### config.mk
export PLATFORM = sky130hd
export DESIGN_NAME = pirout_top
export DESIGN_NICKNAME = d
export VERILOG_FILES = /design/src/pirout_pkg.sv /design/src/pirout_sync.sv /design/src/pirout_top.sv
export SDC_FILE = /design/constraint.sdc
export NUM_CORES = 1
export LEC_CHECK = 0
export BUFFER_PORTS_ARGS = -buffer_cell sky130_fd_sc_hd__buf_2
export CORE_UTILIZATION = 35
export CTS_CLUSTER_SIZE = 20
export DETAILED_ROUTE_END_ITERATION = 10
export SETUP_SLACK_MARGIN = 0.02
export SYNTH_ARGS = -nofsm -noshare
export SYNTH_HDL_FRONTEND = slang
export SYNTH_SLANG_ARGS = --single-unit
### constraint.sdc
create_clock -name core_clk_i -period 3.45 [get_ports core_clk_i]
set_clock_uncertainty 0.1 [all_clocks]
set_input_delay 0.1725 -clock core_clk_i [delete_from_list [all_inputs] [get_ports core_clk_i]]
set_output_delay 0.1725 -clock core_clk_i [all_outputs]
set_load 0.005 [all_outputs]
### src/pirout_pkg.sv
// package for the pci interrupt routing block
// assumes a single 20 MHz core clock and active-low async reset
package pirout_pkg;
  // ---------------------------------------------------------------
  // sizes
  // ---------------------------------------------------------------
  localparam int unsigned NUM_LINES    = 8;
  localparam int unsigned NUM_LEGACY   = 16;
  localparam int unsigned NUM_ADVANCED = 24;
  localparam int unsigned IRQ_W        = 4;
  localparam int unsigned SYNC_DEPTH   = 3;
  // ---------------------------------------------------------------
  // fixed irq numbers and serial/parallel reset defaults
  // ---------------------------------------------------------------
  localparam logic [IRQ_W-1:0] IRQ_CASCADE   = 4'h2;
  localparam logic [IRQ_W-1:0] IRQ_SERIAL    = 4'h4;
  localparam logic [IRQ_W-1:0] IRQ_PARALLEL  = 4'h7;
  localparam logic [IRQ_W-1:0] IRQ_MOUSE     = 4'hC;
  localparam logic [IRQ_W-1:0] IRQ_DISK_PRI  = 4'hE;
  localparam logic [IRQ_W-1:0] IRQ_DISK_SEC  = 4'hF;
  // irqs a pci request line may be steered to: 3-7, 9-12, 14, 15
  localparam logic [NUM_LEGACY-1:0] STEER_ALLOWED = 16'hDEF8;
  // ---------------------------------------------------------------
  // request line indices
  // ---------------------------------------------------------------
  localparam int unsigned LINE_A = 0;
  localparam int unsigned LINE_B = 1;
  localparam int unsigned LINE_E = 4;
  localparam int unsigned LINE_F = 5;
  localparam int unsigned LINE_G = 6;
  localparam int unsigned LINE_H = 7;
  localparam int unsigned ADV_BASE = 16;
  // ---------------------------------------------------------------
  // routing mode
  // ---------------------------------------------------------------
  typedef enum logic [1:0] {
    PIROUT_LEGACY   = 2'b01,
    PIROUT_ADVANCED = 2'b10
  } pirout_mode_t;
endpackage

### src/pirout_sync.sv
// three-stage input synchroniser with agreement filter
// assumes inputs arrive from outside the core clock domain
`timescale 1ns/1ns
module pirout_sync
  import pirout_pkg::*;
#(
  parameter logic RST_VAL = 1'b0
)
(
  input  wire logic core_clk_i,
  input  wire logic rst_b_i,
  input  wire logic async_i,
  output logic      level_o
);
  logic [SYNC_DEPTH-1:0] stage;

  always_ff @(posedge core_clk_i or negedge rst_b_i)
  begin
    if (!rst_b_i)
    begin
      stage   <= {SYNC_DEPTH{RST_VAL}};
      level_o <= RST_VAL;
    end
    else
    begin
      stage <= {stage[SYNC_DEPTH-2:0], async_i};
      if (stage[SYNC_DEPTH-2] == stage[SYNC_DEPTH-1])
      begin
        level_o <= stage[SYNC_DEPTH-1];
      end
    end
  end
endmodule

### src/pirout_top.sv
// pci interrupt routing: request lines to legacy irq or advanced inputs
// assumes board straps and steering selects are static configuration inputs
`timescale 1ns/1ns
module pirout_top
  import pirout_pkg::*;
(
  input  wire logic                         core_clk_i,
  input  wire logic                         rst_b_i,
  input  wire logic                         advanced_mode_i,
  input  wire logic [NUM_LINES-1:0]         pci_request_line_b_i,
  input  wire logic [3:0]                   slot1_int_b_i,
  input  wire logic [3:0]                   slot2_int_b_i,
  input  wire logic                         bus_ctrl_int_b_i,
  input  wire logic                         net_ctrl_int_b_i,
  input  wire logic [NUM_LINES*IRQ_W-1:0]   steer_sel_i,
  input  wire logic                         serial_irq_i,
  input  wire logic                         parallel_irq_i,
  input  wire logic                         mouse_present_i,
  input  wire logic                         disk_present_i,
  input  wire logic [IRQ_W-1:0]             serial_sel_i,
  input  wire logic                         serial_sel_we_i,
  input  wire logic [IRQ_W-1:0]             parallel_sel_i,
  input  wire logic                         parallel_sel_we_i,
  input  wire logic                         mouse_irq_i,
  input  wire logic                         disk_pri_irq_i,
  input  wire logic                         disk_sec_irq_i,
  input  wire logic                         cascade_irq_i,
  input  wire logic                         chan_check_i,
  output logic      [NUM_LEGACY-1:0]        legacy_irq_o,
  output logic      [NUM_ADVANCED-1:0]      advanced_irq_o,
  output logic                              nmi_o,
  output logic      [NUM_LINES-1:0]         line_active_o,
  output logic      [IRQ_W-1:0]             serial_irq_num_o,
  output logic      [IRQ_W-1:0]             parallel_irq_num_o
);
  // ---------------------------------------------------------------
  // board wiring onto request lines (all active low, wired-and)
  // ---------------------------------------------------------------
  logic [NUM_LINES-1:0] wired_b;

  always_comb
  begin
    wired_b = pci_request_line_b_i;
    // slot 1: A,B,C,D -> F,G,H,E ; slot 2: A,B,C,D -> G,F,E,H
    wired_b[LINE_F] = wired_b[LINE_F] & slot1_int_b_i[0] & slot2_int_b_i[1];
    wired_b[LINE_G] = wired_b[LINE_G] & slot1_int_b_i[1] & slot2_int_b_i[0];
    wired_b[LINE_H] = wired_b[LINE_H] & slot1_int_b_i[2] & slot2_int_b_i[3];
    wired_b[LINE_E] = wired_b[LINE_E] & slot1_int_b_i[3] & slot2_int_b_i[2];
    wired_b[LINE_B] = wired_b[LINE_B] & bus_ctrl_int_b_i & net_ctrl_int_b_i;
  end

  // ---------------------------------------------------------------
  // synchronisers
  // ---------------------------------------------------------------
  logic [NUM_LINES-1:0] line_b_s;
  logic                 mode_s;
  logic                 chk_s;
  logic [6:0]           dev_s;

  genvar gi;
  generate
    for (gi = 0; gi < NUM_LINES; gi++)
    begin : g_line_sync
      pirout_sync #(.RST_VAL(1'b1)) u_sync (
        .core_clk_i (core_clk_i),
        .rst_b_i    (rst_b_i),
        .async_i    (wired_b[gi]),
        .level_o    (line_b_s[gi])
      );
    end
  endgenerate

  pirout_sync #(.RST_VAL(1'b0)) u_mode_sync (
    .core_clk_i (core_clk_i),
    .rst_b_i    (rst_b_i),
    .async_i    (advanced_mode_i),
    .level_o    (mode_s)
  );

  pirout_sync #(.RST_VAL(1'b0)) u_chk_sync (
    .core_clk_i (core_clk_i),
    .rst_b_i    (rst_b_i),
    .async_i    (chan_check_i),
    .level_o    (chk_s)
  );

  logic [6:0] dev_raw;
  assign dev_raw = {cascade_irq_i, disk_sec_irq_i, disk_pri_irq_i, mouse_irq_i,
                    parallel_irq_i, serial_irq_i, 1'b0};

  generate
    for (gi = 1; gi < 7; gi++)
    begin : g_dev_sync
      pirout_sync #(.RST_VAL(1'b0)) u_sync (
        .core_clk_i (core_clk_i),
        .rst_b_i    (rst_b_i),
        .async_i    (dev_raw[gi]),
        .level_o    (dev_s[gi])
      );
    end
  endgenerate
  assign dev_s[0] = 1'b0;

  // ---------------------------------------------------------------
  // mode
  // ---------------------------------------------------------------
  pirout_mode_t mode;
  assign mode = mode_s ? PIROUT_ADVANCED : PIROUT_LEGACY;

  // active-high level per request line
  wire [NUM_LINES-1:0] line_act = ~line_b_s;

  // ---------------------------------------------------------------
  // reprogrammable serial/parallel irq numbers
  // ---------------------------------------------------------------
  logic [IRQ_W-1:0] serial_num;
  logic [IRQ_W-1:0] parallel_num;
  wire serial_ok   = serial_sel_we_i & STEER_ALLOWED[serial_sel_i];
  wire parallel_ok = parallel_sel_we_i & STEER_ALLOWED[parallel_sel_i];

  always_ff @(posedge core_clk_i or negedge rst_b_i)
  begin
    if (!rst_b_i)
    begin
      serial_num   <= IRQ_SERIAL;
      parallel_num <= IRQ_PARALLEL;
    end
    else
    begin
      if (serial_ok)
      begin
        serial_num <= serial_sel_i;
      end
      if (parallel_ok)
      begin
        parallel_num <= parallel_sel_i;
      end
    end
  end

  // ---------------------------------------------------------------
  // legacy irq assembly
  // ---------------------------------------------------------------
  logic [NUM_LEGACY-1:0] next_legacy;
  logic [NUM_LEGACY-1:0] fixed_map;
  logic [NUM_LEGACY-1:0] steer_map;

  always_comb
  begin
    fixed_map = '0;
    fixed_map[IRQ_CASCADE] = dev_s[6];
    fixed_map[serial_num] = fixed_map[serial_num] | dev_s[1];
    fixed_map[parallel_num] = fixed_map[parallel_num] | dev_s[2];
    if (mouse_present_i)
    begin
      fixed_map[IRQ_MOUSE] = fixed_map[IRQ_MOUSE] | dev_s[3];
    end
    if (disk_present_i)
    begin
      fixed_map[IRQ_DISK_PRI] = fixed_map[IRQ_DISK_PRI] | dev_s[4];
      fixed_map[IRQ_DISK_SEC] = fixed_map[IRQ_DISK_SEC] | dev_s[5];
    end
    steer_map = '0;
    for (int i = 0; i < NUM_LINES; i++)
    begin
      // unassignable numbers (incl. cascade) drop the line
      if (STEER_ALLOWED[steer_sel_i[i*IRQ_W +: IRQ_W]])
      begin
        steer_map[steer_sel_i[i*IRQ_W +: IRQ_W]] =
          steer_map[steer_sel_i[i*IRQ_W +: IRQ_W]] | line_act[i];
      end
    end
    if (mode == PIROUT_LEGACY)
    begin
      next_legacy = fixed_map | steer_map;
    end
    else
    begin
      next_legacy = fixed_map;
    end
  end

  // ---------------------------------------------------------------
  // advanced inputs
  // ---------------------------------------------------------------
  logic [NUM_ADVANCED-1:0] next_advanced;
  always_comb
  begin
    next_advanced = '0;
    if (mode == PIROUT_ADVANCED)
    begin
      next_advanced[NUM_LEGACY-1:0] = fixed_map;
      next_advanced[NUM_ADVANCED-1:ADV_BASE] = line_act;
    end
  end

  // ---------------------------------------------------------------
  // output registers
  // ---------------------------------------------------------------
  always_ff @(posedge core_clk_i or negedge rst_b_i)
  begin
    if (!rst_b_i)
    begin
      legacy_irq_o       <= '0;
      advanced_irq_o     <= '0;
      nmi_o              <= 1'b0;
      line_active_o      <= '0;
      serial_irq_num_o   <= IRQ_SERIAL;
      parallel_irq_num_o <= IRQ_PARALLEL;
    end
    else
    begin
      legacy_irq_o       <= next_legacy;
      advanced_irq_o     <= next_advanced;
      nmi_o              <= chk_s;
      line_active_o      <= line_act;
      serial_irq_num_o   <= serial_num;
      parallel_irq_num_o <= parallel_num;
    end
  end

  // ---------------------------------------------------------------
  // cycles since reset, for checks that look back over the inputs
  // ---------------------------------------------------------------
  localparam logic [2:0] SETTLE_DONE = 3'h7;
  logic [2:0]            since_rst;

  always_ff @(posedge core_clk_i or negedge rst_b_i)
  begin
    if (!rst_b_i)
    begin
      since_rst <= '0;
    end
    else if (since_rst != SETTLE_DONE)
    begin
      since_rst <= since_rst + 3'h1;
    end
  end

  // ---------------------------------------------------------------
  // checks
  // ---------------------------------------------------------------
  chk_legacy_no_advanced: assert property (@(posedge core_clk_i) disable iff (!rst_b_i)
    (mode == PIROUT_LEGACY) |=> (advanced_irq_o == '0))
    else $error("advanced inputs active in legacy mode");

  chk_advanced_line_map: assert property (@(posedge core_clk_i) disable iff (!rst_b_i)
    (mode == PIROUT_ADVANCED) |=> (advanced_irq_o[NUM_ADVANCED-1:ADV_BASE] == $past(line_act)))
    else $error("advanced inputs 16-23 do not follow lines A-H");

  chk_advanced_low_fixed: assert property (@(posedge core_clk_i) disable iff (!rst_b_i)
    (mode == PIROUT_ADVANCED) |=> (advanced_irq_o[NUM_LEGACY-1:0] == $past(fixed_map)))
    else $error("advanced low inputs wrong");

  chk_cascade_reserved: assert property (@(posedge core_clk_i) disable iff (!rst_b_i)
    !$past(dev_s[6]) |-> !legacy_irq_o[IRQ_CASCADE])
    else $error("irq 2 raised without cascade");

  chk_slot_rotation: assert property (@(posedge core_clk_i) disable iff (!rst_b_i)
    (since_rst == SETTLE_DONE && !slot1_int_b_i[0]
      && slot1_int_b_i[0] == $past(slot1_int_b_i[0], 6))
      |-> (line_active_o[LINE_F]))
    else $error("slot 1 pin A not on line F");

  chk_shared_line_b: assert property (@(posedge core_clk_i) disable iff (!rst_b_i)
    (since_rst == SETTLE_DONE && !net_ctrl_int_b_i
      && !net_ctrl_int_b_i == !$past(net_ctrl_int_b_i, 6))
      |-> line_active_o[LINE_B])
    else $error("network controller not on line B");

  chk_nmi_follows: assert property (@(posedge core_clk_i) disable iff (!rst_b_i)
    $rose(chk_s) |=> nmi_o)
    else $error("nmi not raised on channel check");

  chk_nmi_clears: assert property (@(posedge core_clk_i) disable iff (!rst_b_i)
    $fell(chk_s) |=> !nmi_o)
    else $error("nmi not cleared after channel check");

  chk_serial_default: assert property (@(posedge core_clk_i) disable iff (!rst_b_i)
    (!$past(serial_ok) && $past(serial_num) == IRQ_SERIAL) |-> serial_num == IRQ_SERIAL)
    else $error("serial irq changed without write");

  chk_steer_legacy: assert property (@(posedge core_clk_i) disable iff (!rst_b_i)
    (mode == PIROUT_LEGACY && line_act[0]
      && STEER_ALLOWED[steer_sel_i[IRQ_W-1:0]]) |=> legacy_irq_o[$past(steer_sel_i[IRQ_W-1:0])])
    else $error("line A not steered to its irq");
endmodule

=== Word-level counts from Yosys, hierarchy flattened ===
Memory sizes are Yosys's and may differ from the RTL's.
Cells that the tools add are included.

* Add/subtract/negate cells: 0
* $mul: 0
* Div/mod/pow operators: 0
* $lt $le $gt $ge: 22
* Eq/ne operators: 18
* Shift operators: 0
* Muxes and demuxes: 71
* Bitwise logic cells: 28
* Reductions and logical operators: 10

{| class="wikitable"
|+ Operators with widths
! operator !! number
|-
| $bwmux W16 || 9
|-
| $mux W16 || 9
|-
| $lt A4 B5 Y1 const B || 12
|-
| $demux W1 S4 || 10
|-
| $ge A4 B1 Y1 const B || 10
|-
| $bmux W1 S4 || 9
|-
| $mux W1 || 31
|-
| $mux W24 || 1
|-
| $and A16 B16 Y16 || 1
|-
| $eq A1 B1 Y1 || 16
|-
| $or A16 B16 Y16 || 1
|-
| $or A1 B1 Y1 || 13
|-
| $and A1 B1 Y1 || 12
|-
| $logic_and A1 B1 Y1 || 10
|-
| $not A8 Y8 || 1
|-
| $mux W2 || 2
|-
| $eq A2 B1 Y1 const B || 1
|-
| $eq A2 B2 Y1 const B || 1
|}

* Bits in registers: 129
* Latch bits: 0
* RAM bits: 0
* Memory bits (read-only): 176
* Input bits: 72
* Output and inout bits: 57
* Memories kept: 11

{| class="wikitable"
|+ Memory list
! memory !! depth !! width !! read ports !! clocked after memory_dff !! wr ports !! line !! RTL
|-
| (no name shown) || 16 || 1 || 1 || 0 || 0 || pirout_top.sv:167 || <nowiki>if (STEER_ALLOWED[steer_sel_i[i*IRQ_W +: IRQ_W]])</nowiki>
|-
| (no name shown) || 16 || 1 || 1 || 0 || 0 || pirout_top.sv:167 ||
|-
| (no name shown) || 16 || 1 || 1 || 0 || 0 || pirout_top.sv:167 ||
|-
| (no name shown) || 16 || 1 || 1 || 0 || 0 || pirout_top.sv:167 ||
|-
| (no name shown) || 16 || 1 || 1 || 0 || 0 || pirout_top.sv:167 ||
|-
| (no name shown) || 16 || 1 || 1 || 0 || 0 || pirout_top.sv:167 ||
|-
| 5 more memories || - || - || - || - || - || - ||
|}

=== Logic depth before layout (Yosys ltp) ===
* Word-level depth: 43
* Depth in mapped cells: 13

=== By module ===
A second synthesis with hierarchy kept.

* Cell total of the unflattened synthesis: 725
* Area, all modules: 6941.7 sq um

{| class="wikitable"
|+ Modules (own cells, without submodules)
! module !! times used !! cells each !! area each (sq um) !! sequential area each (sq um)
|-
| pirout_top || 1 || 645 || 5119.9 || 1636.6
|-
| pirout_sync at g_line_sync[0].u_sync ... || 8 || 5 || 116.4 || 105.1
|-
| pirout_sync at g_dev_sync[1].u_sync ... || 8 || 5 || 111.4 || 100.1
|}

=== Worst setup path after synthesis ===
Ideal clock, no wire load.

* Path kind: reg2reg
* Start point: register g_line_sync[0].u_sync.level_o
* End point: register legacy_irq_o[9]
* Setup time: 124 ps
* Data arrival time: 2837 ps
* Required time: 3226 ps
* Path slack: 389 ps
* Cell stages (with the launch flop): 13
* Cell sequence: dfstp_2 -> buf_4 -> nand3b_1 -> nor2_1 -> or4_1 -> a31oi_2 -> a31o_2 -> o211ai_2 -> a2111oi_2 -> nand3_1 -> a211oi_2 -> nor2_2 -> a211o_1

* Cells in the longest elaborated chain, start to end: 41

{| class="wikitable"
|+ RTL lines
! element !! line !! RTL
|-
| start: declaration || pirout_sync.sv:13 || <nowiki>output logic level_o</nowiki>
|-
| start signal: assignment || pirout_sync.sv:29 || <nowiki>level_o <= stage[SYNC_DEPTH-1];</nowiki>
|-
| $not A8 Y8 (*) || pirout_top.sv:111 || <nowiki>wire [NUM_LINES-1:0] line_act = ~line_b_s;</nowiki>
|-
| $or A1 B1 Y1 (*) || pirout_top.sv:170 || <nowiki>steer_map[steer_sel_i[i*IRQ_W +: IRQ_W]] | line_act[i];</nowiki>
|-
| $and A16 B16 Y16 (no source line) (*) || - ||
|-
| $mux W16 (*) || pirout_top.sv:167 ||
|-
| $bmux W1 S4 || pirout_top.sv:170 ||
|-
| $mux W1 (implied by the code) || pirout_top.sv:170 ||
|-
| $or A1 B1 Y1 || pirout_top.sv:170 ||
|-
| $bwmux W16 || pirout_top.sv:169 || <nowiki>steer_map[steer_sel_i[i*IRQ_W +: IRQ_W]] =</nowiki>
|-
| [... 26 more ...] || - ||
|-
| $bmux W1 S4 || pirout_top.sv:170 ||
|-
| $mux W1 (implied by the code) || pirout_top.sv:170 ||
|-
| $or A1 B1 Y1 || pirout_top.sv:170 ||
|-
| $bwmux W16 || pirout_top.sv:169 ||
|-
| $mux W16 (*) || pirout_top.sv:167 ||
|-
| $or A16 B16 Y16 (*) || pirout_top.sv:175 || <nowiki>next_legacy = fixed_map | steer_map;</nowiki>
|-
| $mux W16 (*) || pirout_top.sv:173 || <nowiki>if (mode == PIROUT_LEGACY)</nowiki>
|-
| net next_legacy[9] || pirout_top.sv:144 || <nowiki>logic [NUM_LEGACY-1:0] next_legacy;</nowiki>
|-
| end signal: assignment || pirout_top.sv:213 || <nowiki>legacy_irq_o <= next_legacy;</nowiki>
|-
| end: declaration || pirout_top.sv:29 || <nowiki>output logic [NUM_LEGACY-1:0] legacy_irq_o,</nowiki>
|}

The timed path passes the listed nets; every way through them passes the cells marked *. The select of a mux whose other input is x is not followed.
A chain may end at the register's enable or synchronous reset.

=== Worst setup path in the final report ===
* Start point: register g_line_sync[0].u_sync.level_o
* End point: register legacy_irq_o[4]

Same word-level chain as after synthesis.

==> results_dict.tcl <==
set metrics [dict create \
    status "finished, final reports clean" \
    fin_crit_sh_pct 94.6 \
    crit_required_ns 3.68 \
    final_core_util_pct 45.9 \
    initial_core_util_pct 35.7 \
    routedWlPerCell_um 17.4 \
    relSlewSlack_pct 27.3 \
    yosys-top-cells-count "89 x dfrtp_1, 49 x nor2_1, 40 x dfstp_2, 39 x nand2_1, 24 x clkbuf_1" \
    cp_max_fo 8 \
    cts_tree "done" \
    cts.clk_slew.worst_paths_ns 0.06 \
    worstSetupStartpointType "flip-flop" \
    ys_top_cells_by_area "dfrtp_1 33%, dfstp_2 16%, nor2_1 2.8%, maj3_1 2.7%, nand2_1 2.2%" \
    io_buffers 128 \
    seq_area_frac_synth_pct 49.3 \
    vias 5640 \
    clk_path_buf_depth 2 \
    grt_first_pass_wirelength_um 28700 \
    worstMarginPinSlew_ns 1.08 \
    synth_cell_types 88 \
    path_class "reg2reg" \
    fin_setup_tns_ns 0 \
    overflow 0 \
    leakagePower_nw 3.55 \
    yosysMostFrequentCell "dfrtp_1" \
    end_kind "flip-flop" \
    setup_viol 0 \
    cts_buffers 17 \
    syn-cell-area_um2 6650 \
    wirelength_um 18000 \
    ioPinCount 129 \
    ys_warn_count 0 \
    htree_levels 4 \
    ys_ff_latch 129 \
    grt_pass1_vias 5465 \
    clock_latency_ns 0.42 \
    cp_data_arrival_time_ns 3.49 \
    drive_gt1_share_pct 34.0 \
    synth_edf_count 0 \
    rsz0062_at_grt "false" \
    n_antenna_cell 0 \
    hpwlAfterDp_um 13100 \
    min_period_ns 3.27 \
    area_growth_pct 28.6 \
    drv_slew 0 \
    power_w 0.00425 \
    gp_congestion 0.906 \
    netlist.area_leader.share_pct 33.5 \
    fillers 1777 \
    drtIter0Drc 400 \
    ant_nets 0 \
    fp.coreArea_um2 18600 \
    row_count 50 \
    synth.avg_cell_area_um2 10.5 \
    crit_chain "nand4bb_2 -> o311ai_1 -> a22oi_1 -> o31ai_4 -> o311ai_2 -> a221oi_1 -> o311ai_0 -> o21ai_1 -> nand4b_1 -> o211a_1 -> o31ai_2" \
    async_flop_share_pct 100 \
    fp.dieArea_um2 19600 \
    syn_inst 632 \
    synth_top_area_cell "dfrtp_1" \
    dieWidth_um 140 \
    syn_nets 704 \
    die_y_um 140 \
    hold_viol_final 0 \
    cts_root_buf "clkbuf_16" \
    fmax_mhz 306 \
    synth_flop_cell "dfrtp_1" \
    holdWs_ns 0.0378 \
    grt_max_degree 82 \
    finalNetCount 864 \
    cellPowerDensity_nw_per_um2 497 \
    ir_drop_uv 336 \
    drv_cap 0 \
    antenna_found_initial 1 \
    drt-vias-per-instance 5.43 \
    track_usage_pct 19.1 \
    cts.sinks 129 \
    min-delay-path-class "in2reg" \
    dr.pass1.iters 5 \
    drcViolationCount 0 \
    critPathMaxStageDelay_ns 0.40 \
    slowest_stage "dfstp_2" \
]
what timing repair did:
| item | CTS | global route |
|---|---|---|
| resized for setup | 0 | 17 |
| buffers inserted | 0 | 2 |
| endpoints found under the hold margin | 92 | 0 |
| setup endpoints to repair | 0 | 11 |
| hold buffers | 30 | 0 |
cells by family (layout without fill, tap and decap cells):
logic type / Yosys count / after routing / synth area share [%]
AOI/OAI and AO/OA: 154 / 154 / 19.3
buffers and inverters: 52 / 225 / 3.46
adders and majority gates: 18 / 18 / 2.71
xor gates and xnor gates: 6 / 6 / 0.903
muxes: 10 / 10 / 1.66
and+or+nand+nor: 263 / 263 / 22.7
DFF: 129 / 129 / 49.3
per-stage QoR:
step | instance area [um2] | std cells | setup slack [ns]
global placement | 7560 | 975 | 0.149
global route | 8560 | 1039 | 0.0186
floorplan | 6650 | 632 | 0.389
CTS | 8460 | 1037 | 0.100
finish | 8560 | 1039 | 0.185
detailed placement | 7560 | 975 | 0.124
layout by cell type (no fill, tap or decap), types with 4 or more instances in the layout:
cell,count
o311ai_0,6
dlygate4sd3_1,30
nand2b_1,20
clkinv_4,4
nand3b_1,6
a211oi_1,9
and2_1,17
dfrtp_1,89
o22ai_1,6
a211o_1,4
buf_4,17
o41ai_1,4
and3_1,7
buf_2,127
a21oi_1,10
nand2_1,39
nor3_1,23
nor2_1,49
nand4b_1,5
inv_6,4
nor4_1,6
mux2_2,8
or3_1,4
maj3_1,18
o211ai_1,10
o21ai_0,18
nand4bb_1,4
o31ai_1,8
or3b_2,4
inv_1,15
nand4_1,6
a31oi_1,7
nor2b_1,22
nor3b_1,5
nand3_1,20
xnor2_1,4
dfstp_2,40
o32ai_1,13
clkbuf_16,17
critical path, delay by kind of cell (launching register included):
family           cells  cell delay [ns]
flip-flops           1             0.40
AND/OR/NAND/NOR      2             0.48
AO/OA/AOI/OAI        9             2.20
final cells by class:
| class | count | area (um2) | share of cell area (%) |
|---|---|---|---|
| clock buffer | 17 | 425 | 4.97 |
| clock inverter | 15 | 175 | 2.05 |
| inverter | 16 | 60.1 | 0.702 |
| multi-input combinational | 451 | 3210 | 37.5 |
| sequential | 129 | 3280 | 38.3 |
| tap | 234 | 293 | 3.42 |
| timing repair buffer | 177 | 1110 | 13.0 |
sequential cells by signal, indices dropped and copies added (netlist names), 4 cells and up:
| name | count |
|---|---|
| parallel_num | 4 |
| line_active_o | 8 |
| g_line_sync.u_sync.stage | 24 |
| parallel_irq_num_o | 4 |
| advanced_irq_o | 24 |
| g_dev_sync.u_sync.level_o | 6 |
| serial_irq_num_o | 4 |
| serial_num | 4 |
| legacy_irq_o | 16 |
| g_line_sync.u_sync.level_o | 8 |
| g_dev_sync.u_sync.stage | 18 |
path summary, 6_finish.rpt:
| kind | startpoint | endpoint | slack [ns] | depth (start not counted) |
|---|---|---|---|---|
| max | g_line_sync[0].u_sync.level_o | legacy_irq_o[4] | 0.18 | 11 |
| min | mouse_present_i | legacy_irq_o[12] | 0.04 | 4 |
| max reg2reg | g_line_sync[0].u_sync.level_o | legacy_irq_o[4] | 0.18 | 11 |
| min reg2reg | g_dev_sync[5].u_sync.stage[0] | g_dev_sync[5].u_sync.stage[1] | 0.25 | 0 |
| max in group asynchronous | rst_b_i | g_line_sync[2].u_sync.level_o | 2.18 | 3 |
| min in group asynchronous | rst_b_i | legacy_irq_o[8] | 0.29 | 2 |
where the power goes:
part | switching (W) | leakage [nW] | total (W) | internal [W]
Clock | 0.000724 | 0.285 | 0.00181 | 0.00109
Sequential | 0.000102 | 1.50 | 0.00176 | 0.00166
Combinational | 0.000378 | 1.77 | 0.000674 | 0.000296
routing by layer:
metal | global-route usage (%) | routed length [um]
met1 | 26.2 | 8380
met2 | 29.7 | 8460
met3 | 3.92 | 877
met4 | 7.17 | 297
met5 | 0 | 8
No activity file was read; power rests on OpenSTA's default activity.
